==> src/logic/charger_supervisor_pkg.sv <==
package charger_supervisor_pkg;

   // ****************************************
   // Register map (byte addresses)
   // ****************************************
   localparam logic [7:0] CTRL_OFFSET = 8'h00;
   localparam logic [7:0] STATUS_OFFSET = 8'h04;

   // ****************************************
   // Control field positions and reset values
   // ****************************************
   localparam int CTRL_OVP_LSB = 0;
   localparam int CTRL_STAT_EN_BIT = 2;
   localparam int CTRL_CON_EN_BIT = 3;
   localparam int CTRL_DIS_EN_BIT = 4;
   localparam logic [1:0] OVP_SEL_RESET = 2'h0;
   localparam logic STAT_EN_RESET = 1'h0;
   localparam logic CON_EN_RESET = 1'h0;
   localparam logic DIS_EN_RESET = 1'h0;

   // ****************************************
   // Status field positions
   // ****************************************
   localparam int STS_IRQ_FLAG_BIT = 0;
   localparam int STS_VALID_BIT = 1;
   localparam int STS_WALL_BIT = 2;
   localparam int STS_CHG_EN_BIT = 3;
   localparam int STS_OVP_LOCK_BIT = 4;
   localparam int STS_UV_LOCK_BIT = 5;

   // ****************************************
   // Types
   // ****************************************
   // Over-voltage select: 6.6V, 7.0V, 7.5V, 8.0V
   typedef enum logic [1:0] {
      OVP_6V6 = 2'b00,
      OVP_7V0 = 2'b01,
      OVP_7V5 = 2'b10,
      OVP_8V0 = 2'b11
   } ovp_sel_t;

   typedef enum logic [1:0] {
      LIM_100MA = 2'b00,
      LIM_450MA = 2'b01,
      LIM_2A = 2'b10
   } in_limit_t;

   typedef enum logic [1:0] {
      CHG_USB_LOW = 2'b00,
      CHG_USB_HIGH = 2'b01,
      CHG_CURRENT_SET_PIN_DIV5 = 2'b10,
      CHG_CURRENT_SET_PIN_FULL = 2'b11
   } chg_cur_t;

   typedef enum logic [1:0] {
      PATH_BATTERY = 2'b00,
      PATH_INPUT = 2'b01,
      PATH_BOTH = 2'b10
   } path_t;

   // Analog comparator results, one bit each except aboveOvp, which has four
   typedef struct packed {
      logic [3:0] aboveOvp;      // Input above 6.6/7.0/7.5/8.0V, bit per code
      logic belowResume;         // Input below 6.0V
      logic aboveUvlo;           // Input above 3.5V
      logic aboveRestart;        // Input above 3.5V plus 500mV
      logic railDropped;         // System rail dropped more than 200mV
      logic overload;            // System demand above input capability
      logic supplyType;          // Supply-type input above 1.2V
      logic currentLevel;        // Current-level input
   } cmp_t;

   typedef struct packed {
      ovp_sel_t ovpSel;
      logic statEn;
      logic conEn;
      logic disEn;
   } ctrl_t;

endpackage

==> src/logic/charger_input_supervisor.sv <==
// The implementer's own choices: the register offsets and the APB slave port.
`timescale 1ns/1ps
`default_nettype none

module charger_input_supervisor (
   // Clock, reset, enable
   input wire logic clk,
   input wire logic srst,
   input wire logic ce,
   // APB slave
   input wire logic psel,
   input wire logic penable,
   input wire logic pwrite,
   input wire logic [7:0] paddr,
   input wire logic [31:0] pwdata,
   input wire logic [3:0] pstrb,
   output logic [31:0] prdata,
   output logic pready,
   output logic pslverr,
   // Analog comparators
   input wire charger_supervisor_pkg::cmp_t cmpRaw,
   // Charger control
   output logic chargeEnable,
   output charger_supervisor_pkg::ovp_sel_t ovpSelOut,
   output charger_supervisor_pkg::in_limit_t inputLimit,
   output charger_supervisor_pkg::chg_cur_t chargeCurrent,
   output logic chargeReduce,
   output charger_supervisor_pkg::path_t powerPath,
   // Interrupt
   output logic irqOutN
);

   // ****************************************
   // Declarations
   // ****************************************
   charger_supervisor_pkg::cmp_t cmpQ;
   charger_supervisor_pkg::ctrl_t ctrl_q;
   logic validQ;
   logic connectQ;
   logic disconnectQ;
   logic ovpLock_q;
   logic uvLock_q;
   logic inputIrqFlag_q;
   logic irqSet;
   logic accessStart;
   logic accessDone;
   logic ctrlHit;
   logic statusHit;
   logic statusReadDone;
   logic ctrlWriteDone;
   logic ovpHit;
   logic inputValidStatus;
   logic [31:0] readWord;

   function automatic logic [31:0] ctrl_word(
      input charger_supervisor_pkg::ctrl_t c);
      logic [31:0] w;
      w = '0;
      w[charger_supervisor_pkg::CTRL_OVP_LSB +: 2] = c.ovpSel;
      w[charger_supervisor_pkg::CTRL_STAT_EN_BIT] = c.statEn;
      w[charger_supervisor_pkg::CTRL_CON_EN_BIT] = c.conEn;
      w[charger_supervisor_pkg::CTRL_DIS_EN_BIT] = c.disEn;
      return w;
   endfunction

   // ****************************************
   // Comparator sampling
   // ****************************************
   input_edge_reg u_edge (
      .clk(clk),
      .srst(srst),
      .ce(ce),
      .cmpRaw(cmpRaw),
      .ovpSel(ctrl_q.ovpSel),
      .cmpQ(cmpQ),
      .validQ(validQ),
      .connectQ(connectQ),
      .disconnectQ(disconnectQ)
   );

   assign ovpHit = cmpQ.aboveOvp[ctrl_q.ovpSel];
   assign inputValidStatus = cmpQ.aboveUvlo & ~ovpHit;

   // ****************************************
   // APB decode
   // ****************************************
   // One wait state: pready rises on the second access cycle
   assign accessStart = psel & penable & ~pready;
   assign accessDone = psel & penable & pready;
   assign ctrlHit = paddr == charger_supervisor_pkg::CTRL_OFFSET;
   assign statusHit = paddr == charger_supervisor_pkg::STATUS_OFFSET;
   assign ctrlWriteDone = accessDone & pwrite & ctrlHit & pstrb[0];
   assign statusReadDone = accessDone & ~pwrite & statusHit;

   always_comb begin
      readWord = '0;
      if (ctrlHit) begin
         readWord = ctrl_word(ctrl_q);
      end else if (statusHit) begin
         // A set in the sampling cycle is reported, so the clear loses none
         readWord[charger_supervisor_pkg::STS_IRQ_FLAG_BIT] =
            inputIrqFlag_q | irqSet;
         readWord[charger_supervisor_pkg::STS_VALID_BIT] =
            inputValidStatus;
         readWord[charger_supervisor_pkg::STS_WALL_BIT] =
            cmpQ.supplyType;
         readWord[charger_supervisor_pkg::STS_CHG_EN_BIT] = chargeEnable;
         readWord[charger_supervisor_pkg::STS_OVP_LOCK_BIT] = ovpLock_q;
         readWord[charger_supervisor_pkg::STS_UV_LOCK_BIT] = uvLock_q;
      end
   end

   always_ff @(posedge clk) begin
      if (srst) begin
         pready <= 1'b0;
         pslverr <= 1'b0;
         prdata <= '0;
      end else if (ce) begin
         pready <= accessStart;
         pslverr <= accessStart & ~ctrlHit & ~statusHit;
         if (accessStart & ~pwrite) begin
            prdata <= readWord;
         end
      end
   end

   always_ff @(posedge clk) begin
      if (srst) begin
         ctrl_q.ovpSel <= charger_supervisor_pkg::ovp_sel_t'(
            charger_supervisor_pkg::OVP_SEL_RESET);
         ctrl_q.statEn <= charger_supervisor_pkg::STAT_EN_RESET;
         ctrl_q.conEn <= charger_supervisor_pkg::CON_EN_RESET;
         ctrl_q.disEn <= charger_supervisor_pkg::DIS_EN_RESET;
      end else if (ce && ctrlWriteDone) begin
         ctrl_q.ovpSel <= charger_supervisor_pkg::ovp_sel_t'(
            pwdata[charger_supervisor_pkg::CTRL_OVP_LSB +: 2]);
         ctrl_q.statEn <= pwdata[charger_supervisor_pkg::CTRL_STAT_EN_BIT];
         ctrl_q.conEn <= pwdata[charger_supervisor_pkg::CTRL_CON_EN_BIT];
         ctrl_q.disEn <= pwdata[charger_supervisor_pkg::CTRL_DIS_EN_BIT];
      end
   end

   // ****************************************
   // Protection lockouts
   // ****************************************
   // Lock holds past a later threshold change; only 6.0V releases it
   always_ff @(posedge clk) begin
      if (srst) begin
         ovpLock_q <= 1'b0;
      end else if (ce) begin
         if (ovpHit) begin
            ovpLock_q <= 1'b1;
         end else if (cmpQ.belowResume) begin
            ovpLock_q <= 1'b0;
         end
      end
   end

   // Starts locked so a charge cycle needs the restart level first
   always_ff @(posedge clk) begin
      if (srst) begin
         uvLock_q <= 1'b1;
      end else if (ce) begin
         if (!cmpQ.aboveUvlo) begin
            uvLock_q <= 1'b1;
         end else if (cmpQ.aboveRestart) begin
            uvLock_q <= 1'b0;
         end
      end
   end

   always_ff @(posedge clk) begin
      if (srst) begin
         chargeEnable <= 1'b0;
      end else if (ce) begin
         chargeEnable <= ~ovpHit & ~ovpLock_q & cmpQ.aboveUvlo &
            ~uvLock_q;
      end
   end

   // ****************************************
   // Current limits and power path
   // ****************************************
   always_ff @(posedge clk) begin
      if (srst) begin
         inputLimit <= charger_supervisor_pkg::LIM_100MA;
         chargeCurrent <= charger_supervisor_pkg::CHG_USB_LOW;
      end else if (ce) begin
         if (cmpQ.supplyType) begin
            inputLimit <= charger_supervisor_pkg::LIM_2A;
            chargeCurrent <= cmpQ.currentLevel ?
               charger_supervisor_pkg::CHG_CURRENT_SET_PIN_FULL :
               charger_supervisor_pkg::CHG_CURRENT_SET_PIN_DIV5;
         end else begin
            inputLimit <= cmpQ.currentLevel ?
               charger_supervisor_pkg::LIM_450MA :
               charger_supervisor_pkg::LIM_100MA;
            chargeCurrent <= cmpQ.currentLevel ?
               charger_supervisor_pkg::CHG_USB_HIGH :
               charger_supervisor_pkg::CHG_USB_LOW;
         end
      end
   end

   always_ff @(posedge clk) begin
      if (srst) begin
         chargeReduce <= 1'b0;
         powerPath <= charger_supervisor_pkg::PATH_BATTERY;
         ovpSelOut <= charger_supervisor_pkg::OVP_6V6;
      end else if (ce) begin
         chargeReduce <= cmpQ.railDropped;
         ovpSelOut <= ctrl_q.ovpSel;
         if (!inputValidStatus) begin
            powerPath <= charger_supervisor_pkg::PATH_BATTERY;
         end else if (cmpQ.overload) begin
            powerPath <= charger_supervisor_pkg::PATH_BOTH;
         end else begin
            powerPath <= charger_supervisor_pkg::PATH_INPUT;
         end
      end
   end

   // ****************************************
   // Input interrupt
   // ****************************************
   assign irqSet = ctrl_q.statEn & ((connectQ & ctrl_q.conEn) |
      (disconnectQ & ctrl_q.disEn));

   // Set wins over the read clear
   always_ff @(posedge clk) begin
      if (srst) begin
         inputIrqFlag_q <= 1'b0;
      end else if (ce) begin
         inputIrqFlag_q <= irqSet | (inputIrqFlag_q & ~statusReadDone);
      end
   end

   always_ff @(posedge clk) begin
      if (srst) begin
         irqOutN <= 1'b1;
      end else if (ce) begin
         irqOutN <= ~(irqSet | (inputIrqFlag_q & ~statusReadDone));
      end
   end
endmodule

`default_nettype wire

==> src/logic/input_edge_reg.sv <==
`timescale 1ns/1ps
`default_nettype none

module input_edge_reg (
   // Clock and reset
   input wire logic clk,
   input wire logic srst,
   input wire logic ce,
   // Comparators and threshold choice
   input wire charger_supervisor_pkg::cmp_t cmpRaw,
   input wire charger_supervisor_pkg::ovp_sel_t ovpSel,
   // Registered results
   output charger_supervisor_pkg::cmp_t cmpQ,
   output logic validQ,
   output logic connectQ,
   output logic disconnectQ
);

   // ****************************************
   // Sampling and edge detection
   // ****************************************
   logic validNow;

   // Window test uses the already registered comparators
   assign validNow = cmpQ.aboveUvlo & ~cmpQ.aboveOvp[ovpSel];

   always_ff @(posedge clk) begin
      if (srst) begin
         cmpQ <= '0;
      end else if (ce) begin
         cmpQ <= cmpRaw;
      end
   end

   always_ff @(posedge clk) begin
      if (srst) begin
         validQ <= 1'b0;
         connectQ <= 1'b0;
         disconnectQ <= 1'b0;
      end else if (ce) begin
         validQ <= validNow;
         connectQ <= validNow & ~validQ;
         disconnectQ <= ~validNow & validQ;
      end
   end

endmodule

`default_nettype wire

==> config.mk <==
export PLATFORM = sky130hd
export DESIGN_NAME = charger_input_supervisor
export DESIGN_NICKNAME = d
export VERILOG_FILES = /design/src/logic/charger_supervisor_pkg.sv /design/src/logic/charger_input_supervisor.sv /design/src/logic/input_edge_reg.sv
export SDC_FILE = /design/constraint.sdc
export NUM_CORES = 1
export LEC_CHECK = 0
export ABC_AREA = 0
export BUFFER_PORTS_ARGS = -buffer_cell sky130_fd_sc_hd__buf_2
export CAP_MARGIN = 20
export CORE_ASPECT_RATIO = 0.6
export CORE_MARGIN = 8
export CORE_UTILIZATION = 35
export DETAILED_ROUTE_END_ITERATION = 6
export GPL_ROUTABILITY_DRIVEN = 0
export PLACE_DENSITY = 0.66
export SLEW_MARGIN = 10
export SYNTH_ARGS = -nofsm -noshare
export SYNTH_HDL_FRONTEND = slang
export SYNTH_SLANG_ARGS = --single-unit
==> constraint.sdc <==
create_clock -name clk -period 3.4 [get_ports clk]
set_clock_uncertainty 0.05 [all_clocks]
set_input_delay 0.17 -clock clk [delete_from_list [all_inputs] [get_ports clk]]
set_output_delay 0.17 -clock clk [all_outputs]
set_load 0.01 [all_outputs]
== Word-level counts from Yosys, hierarchy flattened ==
Cells that the tools add are included.
Widths: inputs -> output; s select.

* Order comparisons: 1
* Reduce and logical (&&, ||, !) cells: 6
* Equal/unequal tests: 2
* Mux-type cells: 14
* Bitwise operators: 35

{| class="wikitable"
|+ Operators by type and width
! kind !! count
|-
| $and 1x1->1 || 21
|-
| $mux 6 || 2
|-
| $not 1->1 || 11
|-
| $eq 8x3->1 const B || 1
|-
| $logic_not 8->1 || 1
|-
| $mux 2 || 4
|-
| $mux 1 || 7
|-
| $reduce_and 2->1 || 3
|-
| $lt 2x3->1 const B || 1
|-
| $or 1x1->1 || 3
|-
| $bmux 1 s2 || 1
|-
| $ne 2x2->1 const B || 1
|-
| $reduce_bool 2->1 || 1
|-
| $logic_and 1x1->1 || 1
|}

* Register bits after elaboration: 41
* Output and inout bits: 45
* Bits of input ports: 61

== Logic depth before layout (Yosys ltp) ==
* Depth after elaboration: 8
* Depth in mapped cells: 6
* Mapped depth without buffers: 4

== Modules after synthesis ==
Synthesis repeated with hierarchy kept, for this count alone.

* Cells, all modules: 202
* Area, all modules: 1864.3 um^2

{| class="wikitable"
|+ Modules (own cells, without submodules)
! module !! cells an instance !! times used !! sequential area each (um^2) !! area an instance (um^2)
|-
| charger_input_supervisor || 150 || 1 || 520.5 || 1308.8
|-
| input_edge_reg || 52 || 1 || 280.3 || 555.5
|}

== Least setup slack after synthesis ==
Ideal clock, no wire load.

* Path kind: input to register
* Start point: input paddr[6]
* End point: register ctrl_q[0] (netlist bit)
* Required time: 3.222 ns
* Path buffers: 1
* Setup slack: 1.672 ns
* Arrival time: 1.550 ns
* Cell stages on the path: 5
* Cell sequence: or4_4 or4_1 buf_2 mux2i_1 nor2_1

* Word-level cells in the longest chain between the ends: 4

{| class="wikitable"
|+ RTL lines
! element !! line !! source
|-
| start, declared || charger_input_supervisor.sv:14 || <nowiki>input wire logic [7:0] paddr,</nowiki>
|-
| $logic_not 8->1 || charger_input_supervisor.sv:90 || <nowiki>assign ctrlHit = paddr == charger_supervisor_pkg::CTRL_OFFSET;</nowiki>
|-
| $and 1x1->1 (2 in a row) || charger_input_supervisor.sv:92 || <nowiki>assign ctrlWriteDone = accessDone & pwrite & ctrlHit & pstrb[0];</nowiki>
|-
| $logic_and 1x1->1 || charger_input_supervisor.sv:134 || <nowiki>end else if (ce && ctrlWriteDone) begin</nowiki>
|-
| end, declared || charger_input_supervisor.sv:37 || <nowiki>charger_supervisor_pkg::ctrl_t ctrl_q;</nowiki>
|}

Every way passes these cells.
A chain may end at the register's enable or synchronous reset.

== Worst setup path after layout ==
* Start point: register, netlist name ctrl_q[3]
* End point: register chargeEnable

* Word-level cells in the longest chain between the ends: 6

{| class="wikitable"
|+ RTL lines
! element !! line !! source
|-
| $bmux 1 s2 || charger_input_supervisor.sv:81 || <nowiki>assign ovpHit = cmpQ.aboveOvp[ctrl_q.ovpSel];</nowiki>
|-
| $mux 1 (implied by the code) || charger_input_supervisor.sv:81 ||
|-
| $not 1->1 || charger_input_supervisor.sv:176 || <nowiki>chargeEnable <= ~ovpHit & ~ovpLock_q & cmpQ.aboveUvlo &</nowiki>
|-
| $and 1x1->1 (3 in a row) || charger_input_supervisor.sv:176 ||
|-
| end signal, assigned || charger_input_supervisor.sv:176 ||
|-
| end, declared || charger_input_supervisor.sv:23 || <nowiki>output logic chargeEnable,</nowiki>
|}

Every way passes these cells. The select of a mux whose other input is x is not followed.

==> insert_results.sql <==
INSERT INTO impl_metrics (metric_group, metric, value, unit) VALUES
('sta', 'max_clock_freq', '0.565', 'GHz'),
('global_route', 'grt_overflow_total', '0', ''),
('detailed_routing', 'first_iter_violations', '97', ''),
('floorplan', 'fp.dieW', '110', 'um'),
('sta', 'setup_tns', '0', 'ps'),
('synthesis', 'post_synth_num_cell_types', '31', ''),
('detailed_routing', 'wl', '4230', 'um'),
('detailed_routing', 'ant_nets', '0', ''),
('clock_network', 'worstSkewPairLatency', '290', 'ps'),
('job', 'timing.max_cap.violations', '0', ''),
('clock_network', 'cts_setup_buffers', '0', ''),
('finish', 'area_delta_synth_final', '14.6', '%'),
('sta', 'timing.slew.headroom', '53.0', '%'),
('synthesis', 'sequential_element_share_of_the_synthesized_area', '42.9', '%'),
('clock_network', 'post_cts_resized', '0', ''),
('sta', 'final-hold-violation-count', '0', ''),
('finish', 'antenna_cells', '0', ''),
('floorplan', 'rows', '20', ''),
('hold_path', 'hold_class', 'primary input to register', ''),
('global_route', 'grt_pass1_wl', '6580', 'um'),
('detailed_routing', 'drc_errors', '0', ''),
('placement', 'placedCellCount', '307', ''),
('sta', 'timing.final.max_slew_violations', '0', ''),
('finish', 'layout.cells.most_common', 'sky130_fd_sc_hd__buf_2', ''),
('synthesis', 'yosysWarningCount', '0', ''),
('clock_network', 'numCtsBuffers', '5', ''),
('worst_setup_path', 'worst_setup_path_start_kind', 'register', ''),
('floorplan', 'io_pins', '106', ''),
('placement', 'dpl.hpwl', '3280', 'um'),
('clock_network', 'clkTransAtPathRegs', '80', 'ps'),
('sta', 'layout_worst_path_cycle_share', '52.0', '%'),
('worst_setup_path', 'worstSetupPathType', 'register to register', ''),
('detailed_routing', 'via_count', '1452', ''),
('global_route', 'grt_max_degree', '41', ''),
('global_route', 'antenna_violations_before_repair', '0', ''),
('power', 'power.density_cell_area', '422', 'mW/mm^2'),
('sta', 'hold_slack', '58.0', 'ps'),
('floorplan', 'floorplan.die.height', '72.6', 'um'),
('clock_network', 'ctsRootBufferMaster', 'sky130_fd_sc_hd__clkbuf_8', ''),
('clock_network', 'cts_num_sinks', '40', ''),
('global_route', 'grt_pass1_vias', '1392', ''),
('power', 'cellLeakagePower', '0.987', 'nW'),
('synthesis', 'post_synth_instance_area', '0.00187', 'sq mm'),
('sta', 'final_setup_violation_count', '0', ''),
('power', 'peakVddDrop', '0.148', 'mV'),
('detailed_routing', 'firstDrtPassIters', '4', ''),
('detailed_routing', 'wl_per_cell', '13.4', 'um'),
('floorplan', 'fp.coreArea', '0.00510', 'sq mm'),
('floorplan', 'floorplan.initialDensity', '36.6', '%'),
('sta', 'final_period_minus_worst_setup_slack', '1770', 'ps'),
('placement', 'place.port_buffers', '49', ''),
('worst_setup_path', 'r2r.worst_path.cells', '4', ''),
('worst_setup_path', 'timing.critical_path.required', '3570', 'ps'),
('clock_network', 'ctsHtreeMaxLevel', '2', ''),
('sta', 'timing_worst_slew_pin_value', '706', 'ps'),
('worst_setup_path', 'timing.critical_path.to_type', 'register', ''),
('floorplan', 'floorplan.die_area', '0.00801', 'sq mm'),
('clock_network', 'cts_tree', 'built', ''),
('clock_network', 'clock_tree.buffer_depth', '2', ''),
('finish', 'layout_common_cells', 'sky130_fd_sc_hd__buf_2 (49), sky130_fd_sc_hd__dfxtp_1 (40), sky130_fd_sc_hd__nor2_1 (30), sky130_fd_sc_hd__mux2i_1 (26), sky130_fd_sc_hd__conb_1 (26)', ''),
('worst_setup_path', 'worst_ep_arrival_time', '1940', 'ps'),
('detailed_routing', 'avgViaCountPerCell', '4.61', ''),
('finish', 'stdcell_count', '315', ''),
('status', 'status', 'completed', ''),
('finish', 'post_route_cells_drive_above_1_share', '26.1', '%'),
('finish', 'fillers', '542', ''),
('synthesis', 'ys_seq_elements', '40', ''),
('synthesis', 'synthesis.area_per_instance', '9.11', 'sq um'),
('synthesis', 'synthesis.instances', '205', ''),
('clock_network', 'post_cts_hold_buffer_count', '0', ''),
('global_route', 'grtUsageTotal', '10.5', '%'),
('finish', 'fin_nets', '309', ''),
('worst_setup_path', 'critPathMaxFanout', '6', ''),
('sta', 'grt_setup_unrepaired', 'false', ''),
('hold_path', 'whs_path_depth', '3', '');
-- flip-flops by register name (all words and copies together) (netlist names), 2 cells and up --
name         cells
prdata           6
inputLimit       2
ctrl_q           5
powerPath        2
ovpSelOut        2
u_edge.cmpQ     11
-- metrics by stage --
step / area (sq um) / setup slack (ps) / power, W / utilization [%]
floorplan: 1960 / 1670 / 0.000581 / -
global placement: 2050 / 1380 / 0.000589 / 40.1
detailed placement: 2050 / 1350 / 0.000591 / 40.1
CTS: 2140 / 1640 / 0.000915 / 41.9
global route: 2140 / 1520 / 0.000948 / 41.9
finish: 2140 / 1630 / 0.000903 / 41.9
-- area by class of cell --
type                            count  area [sq um]  area share [%]
Clock buffer                        6          82.6            3.86
Sequential cell                    40           801            37.4
Timing Repair Buffer               50           253            11.8
Clock inverter                      2          10.0           0.468
Tap cell                           66          82.6            3.86
Inverter                            2          7.51           0.351
Multi-Input combinational cell    149           905            42.3
-- cells in the mapped netlist --
master / number / area share (%)
sky130_fd_sc_hd__o41ai_1: 1 / 0.47
sky130_fd_sc_hd__buf_1: 2 / 0.40
sky130_fd_sc_hd__nor3_1: 1 / 0.27
sky130_fd_sc_hd__or4_1: 2 / 0.80
sky130_fd_sc_hd__mux2i_1: 26 / 14
sky130_fd_sc_hd__o211ai_1: 1 / 0.40
sky130_fd_sc_hd__nand2_1: 12 / 2.4
sky130_fd_sc_hd__nor2b_1: 2 / 0.67
sky130_fd_sc_hd__o2111ai_1: 1 / 0.47
sky130_fd_sc_hd__a31oi_1: 2 / 0.67
sky130_fd_sc_hd__nand4b_1: 2 / 0.94
sky130_fd_sc_hd__or3_1: 2 / 0.67
sky130_fd_sc_hd__a21oi_1: 12 / 3.2
sky130_fd_sc_hd__mux2_2: 3 / 1.8
sky130_fd_sc_hd__buf_4: 27 / 11
sky130_fd_sc_hd__conb_1: 1 / 0.20
sky130_fd_sc_hd__dfxtp_1: 40 / 43
sky130_fd_sc_hd__nor2_1: 30 / 6.0
sky130_fd_sc_hd__a22oi_1: 2 / 0.80
sky130_fd_sc_hd__nand2b_1: 6 / 2.0
sky130_fd_sc_hd__a311o_2: 1 / 0.60
sky130_fd_sc_hd__mux4_2: 1 / 1.2
sky130_fd_sc_hd__or2_4: 1 / 0.47
sky130_fd_sc_hd__or4_4: 1 / 0.60
sky130_fd_sc_hd__a221o_1: 2 / 1.1
sky130_fd_sc_hd__inv_1: 2 / 0.40
sky130_fd_sc_hd__nand3_1: 8 / 2.1
sky130_fd_sc_hd__nand4_1: 1 / 0.34
sky130_fd_sc_hd__nand3b_1: 3 / 1.2
sky130_fd_sc_hd__buf_2: 1 / 0.27
sky130_fd_sc_hd__clkbuf_1: 9 / 1.8
-- path summary, 6_finish.rpt --
kind                            slack (ps)                          end                    from
worst min register to register         400       prdata[1]$_SDFFE_PP0P_  prdata[1]$_SDFFE_PP0P_
worst max register to register        1630    chargeEnable$_SDFFE_PP0P_  ctrl_q[3]$_SDFFE_PP0P_
worst max-delay path                  1630    chargeEnable$_SDFFE_PP0P_  ctrl_q[3]$_SDFFE_PP0P_
worst min-delay path                    60  u_edge.cmpQ[0]$_SDFFE_PP0P_               cmpRaw[0]
-- metal layers --
layer	track usage, %	part of all wire [%]
met1	12.6	45
met2	15.9	45
met3	4.14	8.3
met4	4.85	1.5
met5	0	0
-- kinds of logic (layout without fill, tap and decap cells) --
group	after synthesis	after routing	share of synthesized area, %
AO/OA/AOI/OAI	22	22	7.70
buffers and inverters	41	60	13.7
flip-flops	40	40	42.9
multiplexers	30	30	16.9
other	1	26	0.201
AND/OR/NAND/NOR	71	71	18.6
-- worst max-delay path, stage by stage (launching register included) --
cell	delay, ps
sky130_fd_sc_hd__dfxtp_1	490
sky130_fd_sc_hd__mux4_2	590
sky130_fd_sc_hd__nor2_1	270
sky130_fd_sc_hd__nand3_1	140
sky130_fd_sc_hd__a21oi_1	150
-- power breakdown --
group | leakage, nW | internal (W) | switching (W)
Sequential | 0.325 | 0.000481 | 0.00000899
Clock | 0.0510 | 0.000162 | 0.000160
Combinational | 0.611 | 0.0000359 | 0.0000543
Total | 0.987 | 0.000679 | 0.000224
Power figures use the tool's default switching activity.
